==> config.mk <==
export PLATFORM = sky130hd
export DESIGN_NAME = cms_regs
export DESIGN_NICKNAME = d
export VERILOG_FILES = /design/src/hw/cms_pkg.sv /design/src/hw/cms_flag_bank.sv /design/src/hw/cms_current_scale.sv /design/src/hw/cms_regs.sv
export SDC_FILE = /design/constraint.sdc
export NUM_CORES = 1
export LEC_CHECK = 0
export BUFFER_PORTS_ARGS = -buffer_cell sky130_fd_sc_hd__buf_2
export CAP_MARGIN = 40
export CORE_ASPECT_RATIO = 2
export CORE_MARGIN = 8
export CORE_UTILIZATION = 64
export CTS_CLUSTER_DIAMETER = 50
export DETAILED_ROUTE_END_ITERATION = 10
export PLACE_DENSITY = 0.87
export SETUP_SLACK_MARGIN = 0.05
export SLEW_MARGIN = 5
export SYNTH_ARGS = -nofsm -noshare
export SYNTH_HDL_FRONTEND = slang
export SYNTH_SLANG_ARGS = --single-unit
==> constraint.sdc <==
create_clock -name ref_clk -period 7.8 [get_ports ref_clk]
set_input_delay 0.39 -clock ref_clk [delete_from_list [all_inputs] [get_ports ref_clk]]
set_output_delay 0.39 -clock ref_clk [all_outputs]
set_load 0.01 [all_outputs]
==> src/hw/cms_pkg.sv <==
// Purpose: shared constants and field layouts for the charger mask and charge-setting registers
// Assumes: 8-bit register port from the serial management engine, 50 MHz ref_clk
// Notes: current values are carried in microamps, voltages in millivolts
package cms_pkg;

  // register offsets
  localparam logic [7:0] OFS_FLAG_EXT_A = 8'h05;
  localparam logic [7:0] OFS_FLAG_FAULTS = 8'h06;
  localparam logic [7:0] OFS_MASK_EXT_A = 8'h09;
  localparam logic [7:0] OFS_MASK_FAULTS = 8'h0a;
  localparam logic [7:0] OFS_BATTERY_REG = 8'h12;
  localparam logic [7:0] OFS_FAST_CHARGE = 8'h13;
  localparam logic [7:0] OFS_PRECHARGE = 8'h14;

  // values after reset
  localparam logic [7:0] RST_MASK_EXT_A = 8'h71;
  localparam logic [7:0] RST_MASK_FAULTS = 8'h00;
  localparam logic [7:0] RST_BATTERY_REG = 8'h3c;
  localparam logic [7:0] RST_FAST_CHARGE = 8'h08;
  localparam logic [7:0] RST_PRECHARGE = 8'h02;
  localparam logic [7:0] RST_FLAGS = 8'h00;

  // bits of each register that carry a real event or mask
  localparam logic [7:0] USED_EXT_A = 8'hf1;
  localparam logic [7:0] USED_FAULTS = 8'h7f;

  // battery regulation scaling
  localparam logic [12:0] VBAT_BASE_MV = 13'h0e10;
  localparam logic [12:0] VBAT_STEP_MV = 13'h000a;
  localparam logic [6:0] VBAT_MAX_CODE = 7'h64;
  localparam logic [12:0] RST_VBAT_MV = 13'h1068;

  // charge current steps
  localparam logic [19:0] STEP_FINE_UA = 20'h004e2;
  localparam logic [19:0] STEP_COARSE_UA = 20'h009c4;
  localparam logic [19:0] RST_FAST_UA = 20'h02710;
  localparam logic [19:0] RST_PRE_UA = 20'h009c4;

  typedef struct packed {
    logic adc_ready_mask;
    logic comparator_one_alarm_mask;
    logic comparator_two_alarm_mask;
    logic comparator_three_alarm_mask;
    logic [2:0] reserved;
    logic thermistor_open_mask;
  } cms_mask_ext_a_t;

  typedef struct packed {
    logic reserved;
    logic watchdog_expiry_mask;
    logic safety_timer_expiry_mask;
    logic regulator_overcurrent_mask;
    logic current_limit_open_mask;
    logic button_wake_one_mask;
    logic button_wake_two_mask;
    logic button_reset_warning_mask;
  } cms_mask_faults_t;

  typedef struct packed {
    logic adc_ready;
    logic comparator_one_alarm;
    logic comparator_two_alarm;
    logic comparator_three_alarm;
    logic thermistor_open;
  } cms_ext_evt_t;

  typedef struct packed {
    logic watchdog_expiry;
    logic safety_timer_expiry;
    logic regulator_overcurrent;
    logic current_limit_open;
    logic button_wake_one;
    logic button_wake_two;
    logic button_reset_warning;
  } cms_fault_evt_t;

  typedef struct packed {
    logic current_step_select;
    logic [1:0] reserved;
    logic [4:0] precharge_code;
  } cms_precharge_t;

endpackage : cms_pkg

==> src/hw/cms_flag_bank.sv <==
// Purpose: sticky event flags, cleared when software reads them
// Assumes: events are one-cycle pulses or levels sampled on ref_clk
// Notes: a set in the clearing cycle survives the clear
`timescale 1ns/1ps
module cms_flag_bank
  import cms_pkg::*;
(
  // clock and reset
  input wire logic ref_clk,
  input wire logic rst_n,
  // events and clear
  input wire logic [7:0] evt,
  input wire logic clr,
  // flag state
  output logic [7:0] flags
);

  genvar i;
  generate
    for (i = 0; i < 8; i++) begin : g_flag
      always_ff @(posedge ref_clk or negedge rst_n) begin
        if (!rst_n) begin
          flags[i] <= RST_FLAGS[i];
        end else begin
          // set wins over the read clear so no event is lost
          flags[i] <= (flags[i] & ~clr) | evt[i];
        end
      end
    end
  endgenerate

endmodule : cms_flag_bank

==> src/hw/cms_current_scale.sv <==
// Purpose: converts a charge current code into microamps with the selected step
// Assumes: code width up to 8 bits
// Notes: output is registered, one cycle behind the code
`timescale 1ns/1ps
module cms_current_scale
  import cms_pkg::*;
#(
  parameter int CODE_W = 8,
  parameter logic [19:0] RST_UA = 20'h00000
) (
  // clock and reset
  input wire logic ref_clk,
  input wire logic rst_n,
  // setting
  input wire logic [CODE_W-1:0] code,
  input wire logic current_step_select,
  // result
  output logic [19:0] current_ua
);

  logic [19:0] step_ua;
  logic [19:0] code_wide;

  assign step_ua = current_step_select ? STEP_COARSE_UA : STEP_FINE_UA;
  assign code_wide = {{(20 - CODE_W){1'b0}}, code};

  always_ff @(posedge ref_clk or negedge rst_n) begin
    if (!rst_n) begin
      current_ua <= RST_UA;
    end else begin
      // max product 255 x 2500 fits in 20 bits
      current_ua <= 20'(code_wide * step_ua);
    end
  end

endmodule : cms_current_scale

==> src/hw/cms_regs.sv <==
// Purpose: mask and charge-setting register slice of a linear battery charger
// Assumes: register port driven by the serial management engine, one access per strobe
// Notes: reads take one cycle; flag registers clear on read
// Function
// - The three comparator alarm mask bits (6..4 of the extended mask) suppress their interrupts when one and reset to one.
// - The ADC-ready mask in bit 7 resets to zero so conversion interrupts pass by default, and one masks it.
// - The thermistor-open mask in bit 0 resets to one, the extended mask resets to 0x71, and bits 3..1 are reserved.
// - Fault mask bits 6..3 mask watchdog, safety timer, regulator overcurrent and current-limit-open, all resetting to zero.
// - Fault mask bits 2..0 mask button wake one, wake two and reset warning when one, and bit 7 is reserved.
// - The battery target voltage is 3.6 V plus the 7-bit code times 10 mV.
// - A written code above 4.6 V saturates the setting at 4.6 V.
// - The battery regulation register resets to 0x3c, code 60, with bit 7 reserved.
// - With the step select at zero the fast-charge current is the code times 1.25 mA.
// - With the step select at one the fast-charge current is the code times 2.5 mA.
// - The fast-charge current register resets to code eight.
// - Bit 7 of the pre-charge register picks 1.25 mA or 2.5 mA charge current steps.
// - The 5-bit pre-charge code times the selected step gives the pre-charge current.
// - The pre-charge register resets to code two, step select zero and reserved bits zero.
// - The watchdog flag sets on watchdog expiry and clears when software reads its flag register.
`timescale 1ns/1ps
module cms_regs
  import cms_pkg::*;
(
  // clock and reset
  input wire logic ref_clk,
  input wire logic rst_n,
  // register port
  input wire logic [7:0] reg_addr,
  input wire logic [7:0] reg_wdata,
  input wire logic reg_wr,
  input wire logic reg_rd,
  output logic [7:0] reg_rdata,
  output logic reg_rvalid,
  // charger events
  input wire cms_ext_evt_t ext_evt,
  input wire cms_fault_evt_t fault_evt,
  // interrupt
  output logic charger_int_n,
  // charger settings
  output logic [12:0] vbat_target_mv,
  output logic [19:0] fast_charge_ua,
  output logic [19:0] precharge_ua,
  output logic current_step_select
);

  cms_mask_ext_a_t mask_ext_a;
  cms_mask_faults_t mask_faults;
  logic [7:0] battery_regulation_voltage;
  logic [7:0] fast_charge_current;
  cms_precharge_t precharge_current_control;

  logic [7:0] flags_ext_a;
  logic [7:0] flags_faults;
  logic [7:0] evt_ext_a;
  logic [7:0] evt_faults;
  logic clr_ext_a;
  logic clr_faults;

  logic wr_mask_ext_a;
  logic wr_mask_faults;
  logic wr_battery;
  logic wr_fast;
  logic wr_precharge;

  logic [6:0] next_vbat_code;
  logic [7:0] next_rdata;
  logic [7:0] pending_ext_a;
  logic [7:0] pending_faults;
  logic next_int_n;

  // address decode
  assign wr_mask_ext_a = reg_wr && (reg_addr == OFS_MASK_EXT_A);
  assign wr_mask_faults = reg_wr && (reg_addr == OFS_MASK_FAULTS);
  assign wr_battery = reg_wr && (reg_addr == OFS_BATTERY_REG);
  assign wr_fast = reg_wr && (reg_addr == OFS_FAST_CHARGE);
  assign wr_precharge = reg_wr && (reg_addr == OFS_PRECHARGE);
  assign clr_ext_a = reg_rd && (reg_addr == OFS_FLAG_EXT_A);
  assign clr_faults = reg_rd && (reg_addr == OFS_FLAG_FAULTS);

  // event placement follows the mask bit positions
  assign evt_ext_a = {ext_evt.adc_ready, ext_evt.comparator_one_alarm, ext_evt.comparator_two_alarm,
                      ext_evt.comparator_three_alarm, 3'h0, ext_evt.thermistor_open};
  assign evt_faults = {1'b0, fault_evt.watchdog_expiry, fault_evt.safety_timer_expiry,
                       fault_evt.regulator_overcurrent, fault_evt.current_limit_open,
                       fault_evt.button_wake_one, fault_evt.button_wake_two,
                       fault_evt.button_reset_warning};

  cms_flag_bank u_flags_ext_a (
    .ref_clk(ref_clk),
    .rst_n(rst_n),
    .evt(evt_ext_a),
    .clr(clr_ext_a),
    .flags(flags_ext_a)
  );

  cms_flag_bank u_flags_faults (
    .ref_clk(ref_clk),
    .rst_n(rst_n),
    .evt(evt_faults),
    .clr(clr_faults),
    .flags(flags_faults)
  );

  // extended mask register
  always_ff @(posedge ref_clk or negedge rst_n) begin
    if (!rst_n) begin
      mask_ext_a <= RST_MASK_EXT_A;
    end else if (wr_mask_ext_a) begin
      // reserved bits are read/write storage with no effect
      mask_ext_a <= reg_wdata;
    end
  end

  // fault mask register
  always_ff @(posedge ref_clk or negedge rst_n) begin
    if (!rst_n) begin
      mask_faults <= RST_MASK_FAULTS;
    end else if (wr_mask_faults) begin
      mask_faults <= reg_wdata;
    end
  end

  // codes above the 4.6 V ceiling are clamped on the way in
  always_comb begin
    next_vbat_code = reg_wdata[6:0];
    if (reg_wdata[6:0] > VBAT_MAX_CODE) begin
      next_vbat_code = VBAT_MAX_CODE;
    end
  end

  // battery regulation register
  always_ff @(posedge ref_clk or negedge rst_n) begin
    if (!rst_n) begin
      battery_regulation_voltage <= RST_BATTERY_REG;
    end else if (wr_battery) begin
      battery_regulation_voltage <= {reg_wdata[7], next_vbat_code};
    end
  end

  // fast-charge current register
  always_ff @(posedge ref_clk or negedge rst_n) begin
    if (!rst_n) begin
      fast_charge_current <= RST_FAST_CHARGE;
    end else if (wr_fast) begin
      fast_charge_current <= reg_wdata;
    end
  end

  // pre-charge control register
  always_ff @(posedge ref_clk or negedge rst_n) begin
    if (!rst_n) begin
      precharge_current_control <= RST_PRECHARGE;
    end else if (wr_precharge) begin
      precharge_current_control <= reg_wdata;
    end
  end

  // battery target voltage in millivolts
  always_ff @(posedge ref_clk or negedge rst_n) begin
    if (!rst_n) begin
      vbat_target_mv <= RST_VBAT_MV;
    end else begin
      vbat_target_mv <= 13'(VBAT_BASE_MV + 13'(battery_regulation_voltage[6:0]) * VBAT_STEP_MV);
    end
  end

  // both currents share one step select, so the host sets it first
  cms_current_scale #(
    .CODE_W(8),
    .RST_UA(RST_FAST_UA)
  ) u_fast_scale (
    .ref_clk(ref_clk),
    .rst_n(rst_n),
    .code(fast_charge_current),
    .current_step_select(precharge_current_control.current_step_select),
    .current_ua(fast_charge_ua)
  );

  cms_current_scale #(
    .CODE_W(5),
    .RST_UA(RST_PRE_UA)
  ) u_pre_scale (
    .ref_clk(ref_clk),
    .rst_n(rst_n),
    .code(precharge_current_control.precharge_code),
    .current_step_select(precharge_current_control.current_step_select),
    .current_ua(precharge_ua)
  );

  always_ff @(posedge ref_clk or negedge rst_n) begin
    if (!rst_n) begin
      current_step_select <= RST_PRECHARGE[7];
    end else begin
      current_step_select <= precharge_current_control.current_step_select;
    end
  end

  // interrupt: flags always record, masks only gate the output
  assign pending_ext_a = flags_ext_a & ~mask_ext_a & USED_EXT_A;
  assign pending_faults = flags_faults & ~mask_faults & USED_FAULTS;
  assign next_int_n = ~(|pending_ext_a | |pending_faults);

  always_ff @(posedge ref_clk or negedge rst_n) begin
    if (!rst_n) begin
      charger_int_n <= 1'b1;
    end else begin
      charger_int_n <= next_int_n;
    end
  end

  // read mux; unmapped addresses read zero
  always_comb begin
    next_rdata = 8'h00;
    case (reg_addr)
      OFS_FLAG_EXT_A: begin
        next_rdata = flags_ext_a;
      end
      OFS_FLAG_FAULTS: begin
        next_rdata = flags_faults;
      end
      OFS_MASK_EXT_A: begin
        next_rdata = mask_ext_a;
      end
      OFS_MASK_FAULTS: begin
        next_rdata = mask_faults;
      end
      OFS_BATTERY_REG: begin
        next_rdata = battery_regulation_voltage;
      end
      OFS_FAST_CHARGE: begin
        next_rdata = fast_charge_current;
      end
      OFS_PRECHARGE: begin
        next_rdata = precharge_current_control;
      end
      default: begin
        next_rdata = 8'h00;
      end
    endcase
  end

  always_ff @(posedge ref_clk or negedge rst_n) begin
    if (!rst_n) begin
      reg_rdata <= 8'h00;
    end else if (reg_rd) begin
      reg_rdata <= next_rdata;
    end
  end

  always_ff @(posedge ref_clk or negedge rst_n) begin
    if (!rst_n) begin
      reg_rvalid <= 1'b0;
    end else begin
      reg_rvalid <= reg_rd;
    end
  end

endmodule : cms_regs

==> results of run 1 <==
[cells by family after synthesis]
| logic type | share of synthesized area (%) |
|---|---|
| fa+ha+maj | 24.19 |
| compound gates | 11.42 |
| other cells | 0.09588 |
| simple gates | 10.94 |
| flops | 37.14 |
| xor+xnor | 3.802 |
| buf+inv | 6.102 |
| mux | 6.310 |
[sequential cells by signal, summed over array words and instances (netlist names)]
register and flops:
vbat_target_mv 12, mask_ext_a 8, charger_int_n 1, u_pre_scale.current_ua 17
reg_rvalid 1, fast_charge_current 8, mask_faults 8, reg_rdata 8
battery_regulation_voltage 8, current_step_select 1, u_flags_ext_a.flags 8, u_fast_scale.current_ua 19
precharge_current_control 8, u_flags_faults.flags 8
[power breakdown]
group | internal, mW | switching, mW
Clock | 0.512 | 0.323
Combinational | 0.131 | 0.193
Sequential | 0.657 | 0.0239
Total | 1.30 | 0.539
[metal layers]
metal | vias to the layer above | share of wire, % | wire, um
met5 | - | 0 | 0
met4 | 0 | 6.0 | 1167
met3 | 93 | 5.2 | 1025
met2 | 248 | 56 | 11020
met1 | 2937 | 33 | 6363
li1 | 2673 | - | -
[how the worst max path moves through the flow]
| stage | from | end | slack [ps] | cells past startpoint |
|---|---|---|---|---|
| after floorplan | precharge_current_control[7]$_DFFE_PN0P_ | u_fast_scale.current_ua[16]$_DFF_PN0_ | 3660 | 14 |
| after global placement | precharge_current_control[7]$_DFFE_PN0P_ | u_fast_scale.current_ua[16]$_DFF_PN0_ | 3290 | 13 |
| after detailed placement | precharge_current_control[7]$_DFFE_PN0P_ | u_fast_scale.current_ua[16]$_DFF_PN0_ | 3140 | 13 |
| after CTS | precharge_current_control[7]$_DFFE_PN0P_ | u_fast_scale.current_ua[16]$_DFF_PN0_ | 3140 | 13 |
| after global routing | precharge_current_control[7]$_DFFE_PN0P_ | u_fast_scale.current_ua[16]$_DFF_PN0_ | 2870 | 13 |
| final | precharge_current_control[7]$_DFFE_PN0P_ | u_fast_scale.current_ua[16]$_DFF_PN0_ | 3100 | 13 |
[cell usage in the layout (no fill, tap or decap), types with 6 or more instances in the layout]
| cell | n |
|---|---|
| dfstp_2 | 25 |
| nand3_1 | 6 |
| nor3_1 | 8 |
| a31oi_1 | 12 |
| nand2_1 | 29 |
| fa_1 | 44 |
| mux2_1 | 8 |
| and3_1 | 7 |
| and2_1 | 16 |
| nor2b_1 | 8 |
| o22ai_1 | 12 |
| a21o_1 | 23 |
| ha_1 | 81 |
| nand2b_1 | 10 |
| xor2_1 | 13 |
| inv_1 | 101 |
| a21oi_1 | 31 |
| clkbuf_16 | 17 |
| nor2_1 | 37 |
| conb_1 | 24 |
| buf_2 | 89 |
| mux2_2 | 35 |
| xnor2_1 | 21 |
| dfrtp_1 | 90 |
| o21ai_0 | 13 |
| a22oi_1 | 16 |
[layout make-up]
class,count,area share [%]
diodes,1,0.02745
clock buffers,17,4.666
clock inverters,15,2.141
inverters,102,4.199
multi-input cells,510,49.66
flip-flops and latches,115,31.91
well taps,147,2.017
repair buffers,93,5.379
[worst register-to-register path, stage by stage, from the launching register on]
cell      delay (ps)
dfrtp_1          850
nand2b_1         240
fa_1             410
inv_1             90
fa_1             440
fa_1             540
inv_1             60
fa_1             530
inv_1             40
ha_1             360
a221oi_2         480
nor2_2            90
o41ai_2          320
xnor2_1          170
[metrics by stage]
stage	total power [mW]	cells	area (um^2)
final	1.840	1000	9117
after global routing	1.910	1000	9117
after CTS	1.840	999	9115
after detailed placement	1.009	966	8484
after global placement	0.9916	965	8464
after floorplan	0.8947	745	7915
==> flow_summary.ini, run 1 <==
[critical_path]
critPathMaxStageDelay_ps = 850
critPathLaunchType = flop
cp.required_ps = 8130
worst_ep_arrival_time_ps = 5040
r2r-end = u_fast_scale.current_ua[16]$_DFF_PN0_
critPathBufInv = 3
rrSetupSlack_ps = 3100
reg2reg_from = precharge_current_control[7]$_DFFE_PN0P_
slowest_stage = dfrtp_1
crit_path_max_fanout = 30
crit_chain = nand2b_1, fa_1, inv_1, fa_1, fa_1, inv_1, fa_1, inv_1, ha_1, a221oi_2, nor2_2, o41ai_2, xnor2_1
worstRegToRegCells = 13
critical_path.top_delay_family = adder cells
cp-end-kind = flop
path_common_cell = fa_1
criticalPathCategory = reg -> reg

[clock_tree]
cts_root_buffer = clkbuf_16
tritoncts = done
clkTransAtPathRegs_ps = 60
cts_made_buffers = 17
clock_latency_ps = 420
cts_hold_buffers = 1
cts_resized = 0
htreeDepth = 4
post_cts_buffers = 0
clock_path_buffers = 2
clkSinkCount = 115

[finish]
multi_input_area_mm2 = 0.004528
n_fill_cell = 788
drive_gt1_share_pct = 24.30
seq_area_mm2 = 0.002909
syn2layout_area_growth_pct = 16.41
fin_nets = 996
postLayoutCoreUtil_pct = 75.65

[power]
vdd_drop_max_mv = 0.1764
power.density_mw_per_mm2 = 201.8
p_leak_nw = 4.824

[yosys]
async_flop_share_pct = 100.0
synth_enable_flop_cells = 0
syn_inst = 723
synth.most_common_cell = inv_1
synth_area_per_cell_um2 = 10.83
yosysUniqueCellTypes = 65
yosysTopAreaCell = dfrtp_1
synth.cell_area_mm2 = 0.007833
synth_seq_cells = 115
synthFlopType = dfrtp_1
ys_seq_area_share_pct = 37.14
netlist.area_leader.share_pct = 28.75
synth_common_cells = inv_1 (101), dfrtp_1 (90), ha_1 (81)
netlist_top_cells_area = dfrtp_1 (29%), ha_1 (13%), fa_1 (11%)
yosysWarningCount = 0

[worst_hold_path]
hold_path_class = in -> reg
holdCritStartpoint = fault_evt[0]
whs_path_depth = 2
hold-path-endpoint = u_flags_faults.flags[0]$_DFF_PN0_

[sta]
finalMaxSlewViolations = 0
worstMarginPinSlew_ps = 950.7
fin_skew_ps = 7.202
timing.final.crit_share_pct = 60.30
setup_tns_ps = 0
rsz0062_at_grt = false
setup_viol = 0
slew_headroom_pct = 36.49
post-route-min-period_ps = 4703
whs_ps = 142.9
fmax_mhz = 212.6
hold_viol = 0
fin_ws_ps = 3097

[floorplan]
initial_utilization_pct = 64.98
fp.coreArea_mm2 = 0.01205
die_w_um = 94.23
die_y_um = 172.5
io_pins = 96
rows = 57
die-area_mm2 = 0.01625

[place]
pre_cts_slack_ps = 3143
dp_hpwl_um = 14410
portBuffers = 90
gp_congestion = 0.9459

[routing]
drc = 0
viasPerCell = 5.951
vias = 5951
routedWlPerCell_um = 19.58
postRouteAntennaNets = 0
drt_iter0_markers = 306
drt-total-wl_um = 19580
first_pass_iters = 5

[global_route]
grt_first_pass_wirelength_um = 31520
overflow = 0
grt_pass1_vias = 6426
met2_usage_pct = 46.02
gr-max-usage-layer = met2
grt_start_max_net_pins = 45
antenna_found_initial = 1
grt.total_usage_pct = 25.28
use_met3_pct = 5.435
use_met1_pct = 23.85

[job]
drv_cap = 0

[run_status]
status = completed
Power figures use the tool's default switching activity.
==> run 2: changes to the inputs <==
CORE_UTILIZATION = 54   (was 64)
PLACE_DENSITY = 0.78   (was 0.87)
clock period = 4.2 ns   (was 7.8 ns; I/O delays follow)
==> run 2 against run 1 <==
Clock-buffer cell count unchanged. Cell area increased by 4.0%. Via count decreased by 2.7%. Setup slack got worse by 3000 ps. Register-to-register slack got worse by 3000 ps. Routed wire length decreased by 6.8%. Flip-flop and latch count unchanged. Combinational power increased by 100%. Die area increased by 16%. Clock power increased by 70%. Power increased by 81%.
==> flow_summary.ini, run 2 (synthesis gave the netlist of run 1 again) <==
[run_status]
status = completed

[finish]
n_fill_cell = 1130
antennaDiodeCount = 0
most-common-layout-cells = inv_1 (100), buf_2 (89), dfrtp_1 (88), ha_1 (75), fa_1 (44)
final_common_cell = inv_1
largest_reg_flops = 19
layout.cells.non_filler = 1070
biggestRegsByFlops = u_fast_scale.current_ua (19), u_pre_scale.current_ua (17), vbat_target_mv (12)
largest-register = u_fast_scale.current_ua
syn2layout_area_growth_pct = 21.01
multi_input_area_mm2 = 0.004643
fin_nets = 1022
seq_area_mm2 = 0.002912
drive_gt1_share_pct = 27.33

[clock_tree]
tritoncts = done
clock_path_buffers = 2
htreeDepth = 4
clkTransAtPathRegs_ps = 60
cts_root_buffer = clkbuf_16
clock_latency_ps = 430
clkSinkCount = 115
cts_made_buffers = 17

[global_route]
grt.total_usage_pct = 20.11
antenna_found_initial = 0
overflow = 0
grt_first_pass_wirelength_um = 29740
grt_pass1_vias = 6242
grt_start_max_net_pins = 69

[sta]
slew_headroom_pct = 39.17
rsz0062_at_grt = false
fmax_mhz = 246.0
worstMarginPinSlew_ps = 910.6
post-route-min-period_ps = 4066
setup_tns_ps = 0
fin_ws_ps = 134.3
setup_viol = 0
fin_skew_ps = 7.442
timing.final.crit_share_pct = 96.80
finalMaxSlewViolations = 0
hold_viol = 0

[critical_path]
slowest_stage = fa_1
critPathMaxStageDelay_ps = 530
cp-end-kind = flop
path_common_cell = fa_1
criticalPathCategory = reg -> reg
crit_path_max_fanout = 6
crit_chain = nand2b_4, fa_1, fa_1, inv_1, fa_1, inv_1, fa_1, inv_1, ha_4, o211ai_1, nor2_1, o211ai_1, buf_4, a21oi_2, xor2_1
cp.required_ps = 4550
critPathLaunchType = flop
worst_ep_arrival_time_ps = 4410

[routing]
vias = 5789
routedWlPerCell_um = 17.06
first_pass_iters = 5
viasPerCell = 5.410
drc = 0
drt_iter0_markers = 207
postRouteAntennaNets = 0
drt-total-wl_um = 18250

[floorplan]
die-area_mm2 = 0.01885
die_y_um = 186.3
fp.coreArea_mm2 = 0.01427
die_w_um = 101.2
initial_utilization_pct = 54.87
io_pins = 96
rows = 62

[job]
drv_cap = 0

[power]
vdd_drop_max_mv = 0.3214
p_total_mw = 3.328
power.density_mw_per_mm2 = 351.2
p_leak_nw = 4.923

[place]
dp_hpwl_um = 13910
gp_congestion = 0.8664
portBuffers = 90
dp.cells = 1021
pre_cts_slack_ps = 11.56

[worst_hold_path]
hold_path_class = in -> reg
run 2: per-layer routing:
metal / GRT usage, % / up-vias / routed length, um
met3: 4.512 / 58 / 935
met5: 0 / - / 0
met4: 11.79 / 0 / 829
li1: - / 2715 / -
met2: 37.39 / 197 / 10270
met1: 19.03 / 2819 / 6213
run 2: what timing repair did:
item	4_1_cts	5_1_grt
endpoints found under the setup margin	5	6
hold buffers	13	0
endpoints found under the hold margin	77	0
buffers inserted	1	3
pin swaps	3	20
resized for setup	3	20
run 2: final cells by class:
type	instances	area share (%)
Clock inverter	15	1.558
Clock buffer	17	4.488
Sequential cell	115	30.72
Inverter	102	4.040
Timing Repair Buffer	119	7.670
Tap cell	192	2.535
Multi-Input combinational cell	510	48.99
run 2: per-stage QoR:
stage               utilization [%]  hold WS, ps  cell area [um^2]
global placement              60.17        386.7              8588
detailed placement            60.41        64.97              8623
floorplan                         -       -85.59              7915
global route                  66.40        83.00              9478
finish                        66.40        52.38              9478
CTS                           65.49        43.63              9348
run 2: worst max-delay path, delay by kind of cell, from the launching register on:
kind / cells / cell delay, ps
adders and majority gates: 5 / 2360
DFF: 1 / 440
xor gates and xnor gates: 1 / 150
and+or+nand+nor: 2 / 320
AOI/OAI and AO/OA: 3 / 380
buffers and inverters: 4 / 340
run 2: final timing paths:
kind	startpoint	to	slack, ps	cells past startpoint
min in group asynchronous	rst_n	u_pre_scale.current_ua[9]$_DFF_PN0_	180	2
max in group asynchronous	rst_n	vbat_target_mv[6]$_DFF_PN1_	3310	3
hold reg to reg	battery_regulation_voltage[0]$_DFFE_PN0P_	vbat_target_mv[1]$_DFF_PN0_	480	0
hold / removal	reg_wdata[4]	battery_regulation_voltage[4]$_DFFE_PN1P_	50	3
setup reg to reg	precharge_current_control[7]$_DFFE_PN0P_	u_fast_scale.current_ua[15]$_DFF_PN0_	130	15
setup / recovery	precharge_current_control[7]$_DFFE_PN0P_	u_fast_scale.current_ua[15]$_DFF_PN0_	130	15
run 2: power by group:
group          leakage [nW]  switching, mW  internal, mW
combinational          3.27          0.368         0.280
sequential             1.37         0.0396          1.22
clock                 0.279          0.592         0.829
total                  4.92          0.999          2.33
==> run 3: changes to the inputs <==
--- a/config.mk
+++ b/config.mk
@@ -10,3 +10,2 @@
 export CORE_ASPECT_RATIO = 2
-export CORE_MARGIN = 8
 export CORE_UTILIZATION = 54
==> constraint.sdc (replaced) <==
create_clock -name ref_clk -period 4.2 [get_ports ref_clk]
set_input_delay 0.84 -clock ref_clk [delete_from_list [all_inputs] [get_ports ref_clk]]
set_output_delay 0.84 -clock ref_clk [all_outputs]
set_load 0.01 [all_outputs]
==> run 3 against run 2 <==
Non-clock buffer count decreased by 5. Hold slack improved by 200 ps. Largest cell class unchanged. Utilization increased by 0.73 points.
==> flow_summary.ini, run 3 (synthesis gave the netlist of run 1 again) <==
[global_route]
grt.total_usage_pct = 25.45
overflow = 0
grt_pass1_vias = 6129
antenna_found_initial = 0
grt_start_max_net_pins = 67
grt_first_pass_wirelength_um = 28600

[place]
gp_congestion = 0.8882
dp_hpwl_um = 13460
dp.cells = 1021
portBuffers = 90

[floorplan]
die_w_um = 87.16
die_y_um = 172.3
rows = 61
fp.coreArea_mm2 = 0.01404
initial_utilization_pct = 55.77
die-area_mm2 = 0.01502
io_pins = 96

[clock_tree]
tritoncts = done
cts_hold_buffers = 0
clock_latency_ps = 430
clkTransAtPathRegs_ps = 60
htreeDepth = 4
clkSinkCount = 115
clock_path_buffers = 2
cts_root_buffer = clkbuf_16
cts_made_buffers = 17

[routing]
vias = 5754
viasPerCell = 5.418
routedWlPerCell_um = 16.56
drt-total-wl_um = 17590
drc = 0
postRouteAntennaNets = 0
drt_iter0_markers = 192
first_pass_iters = 5

[sta]
post-route-min-period_ps = 4105
hold_viol = 0
fmax_mhz = 243.6
finalMaxSlewViolations = 0
slew_headroom_pct = 42.57
setup_viol = 0
worstMarginPinSlew_ps = 859.7
fin_skew_ps = 10.63
timing.final.crit_share_pct = 97.74

[finish]
seq_area_mm2 = 0.002913
fin_nets = 1017
final_common_cell = inv_1
n_fill_cell = 1109
largest-register = u_fast_scale.current_ua
antennaDiodeCount = 0
drive_gt1_share_pct = 28.29
largest_reg_flops = 19
layout.cells.non_filler = 1062
syn2layout_area_growth_pct = 20.37
biggestRegsByFlops = u_fast_scale.current_ua (19), u_pre_scale.current_ua (17), vbat_target_mv (12)
most-common-layout-cells = inv_1 (99), buf_2 (89), dfrtp_1 (87), ha_1 (76), fa_1 (44)
multi_input_area_mm2 = 0.004641

[power]
p_leak_nw = 4.931
p_total_mw = 3.359
vdd_drop_max_mv = 0.3183
power.density_mw_per_mm2 = 356.3

[critical_path]
criticalPathCategory = reg -> reg
cp-end-kind = flop
cp.required_ps = 4540
crit_path_max_fanout = 6
worst_ep_arrival_time_ps = 4450
critPathLaunchType = flop

[run_status]
status = completed

[job]
drv_cap = 0

[worst_hold_path]
hold_path_class = in -> async
## run 3: cell count changes in the layout (fill, tap and decap cells not counted), moves of 2 or more
cell           delta
inv_8             -2
dlygate4sd3_1    -13
buf_4             +7
ha_2              -2
## run 3: path summary, 6_finish.rpt
kind / start / slack [ps] / cells after the start / to
max in group asynchronous: rst_n / 3340 / 2 / vbat_target_mv[12]$_DFF_PN1_
hold / removal: rst_n / 250 / 1 / u_pre_scale.current_ua[9]$_DFF_PN0_
hold reg to reg: battery_regulation_voltage[4]$_DFFE_PN1P_ / 490 / 2 / battery_regulation_voltage[4]$_DFFE_PN1P_
setup / recovery: precharge_current_control[7]$_DFFE_PN0P_ / 100 / 15 / u_fast_scale.current_ua[19]$_DFF_PN0_
min in group ref_clk: battery_regulation_voltage[4]$_DFFE_PN1P_ / 490 / 2 / battery_regulation_voltage[4]$_DFFE_PN1P_
setup reg to reg: precharge_current_control[7]$_DFFE_PN0P_ / 100 / 15 / u_fast_scale.current_ua[19]$_DFF_PN0_
## run 3: timing repair
item | in CTS | in global routing
pin swaps | 3 | 17
gates resized for setup | 3 | 21
hold endpoints to repair | 0 | 0
setup endpoints to repair | 5 | 7
buffers inserted | 3 | 6
## run 3: routing by layer
metal	track usage [%]	vias up	wire, um
li1	-	2710	-
met1	24.20	2812	6108
met2	48.89	171	10070
met3	4.582	61	581
met4	15.61	0	827
met5	0	-	0
## run 3: final cells by class
cell class                      instances  area share (%)
Clock buffer                           19           4.698
Inverter                              102           4.061
Tap cell                              189           2.508
Sequential cell                       115           30.90
Multi-Input combinational cell        510           49.22
Timing Repair Buffer                  114           7.021
Clock inverter                         13           1.593
## run 3: per-stage QoR
stage	util, %	hold WS (ps)	instance area, um^2	TNS, ps	setup slack [ps]
2_1_floorplan	-	370.4	7915	0	56.96
3_3_place_gp	61.34	469.5	8615	0	114.6
3_5_place_dp	61.54	475.3	8642	0	15.26
4_1_cts	66.02	254.1	9271	0	70.17
5_1_grt	67.13	263.4	9428	-7.962	-7.962
6_report	67.13	254.4	9428	0	95.06
## run 3: report_power, final
group / switching, mW / total (mW) / internal [mW]
sequential: 0.0389 / 1.26 / 1.22
clock: 0.554 / 1.45 / 0.898
combinational: 0.366 / 0.647 / 0.282
total: 0.959 / 3.36 / 2.40
## run 3: worst max-delay path, stage by stage (launching register included)
cell and delay (ps):
dfrtp_2 430, nand2b_4 160, fa_1 470, fa_1 520
inv_1 60, fa_1 530, inv_1 50, fa_1 520
inv_2 50, ha_4 290, o211ai_1 100, nor2_1 180
o211ai_1 160, buf_4 190, a21oi_1 160, xnor2_1 140
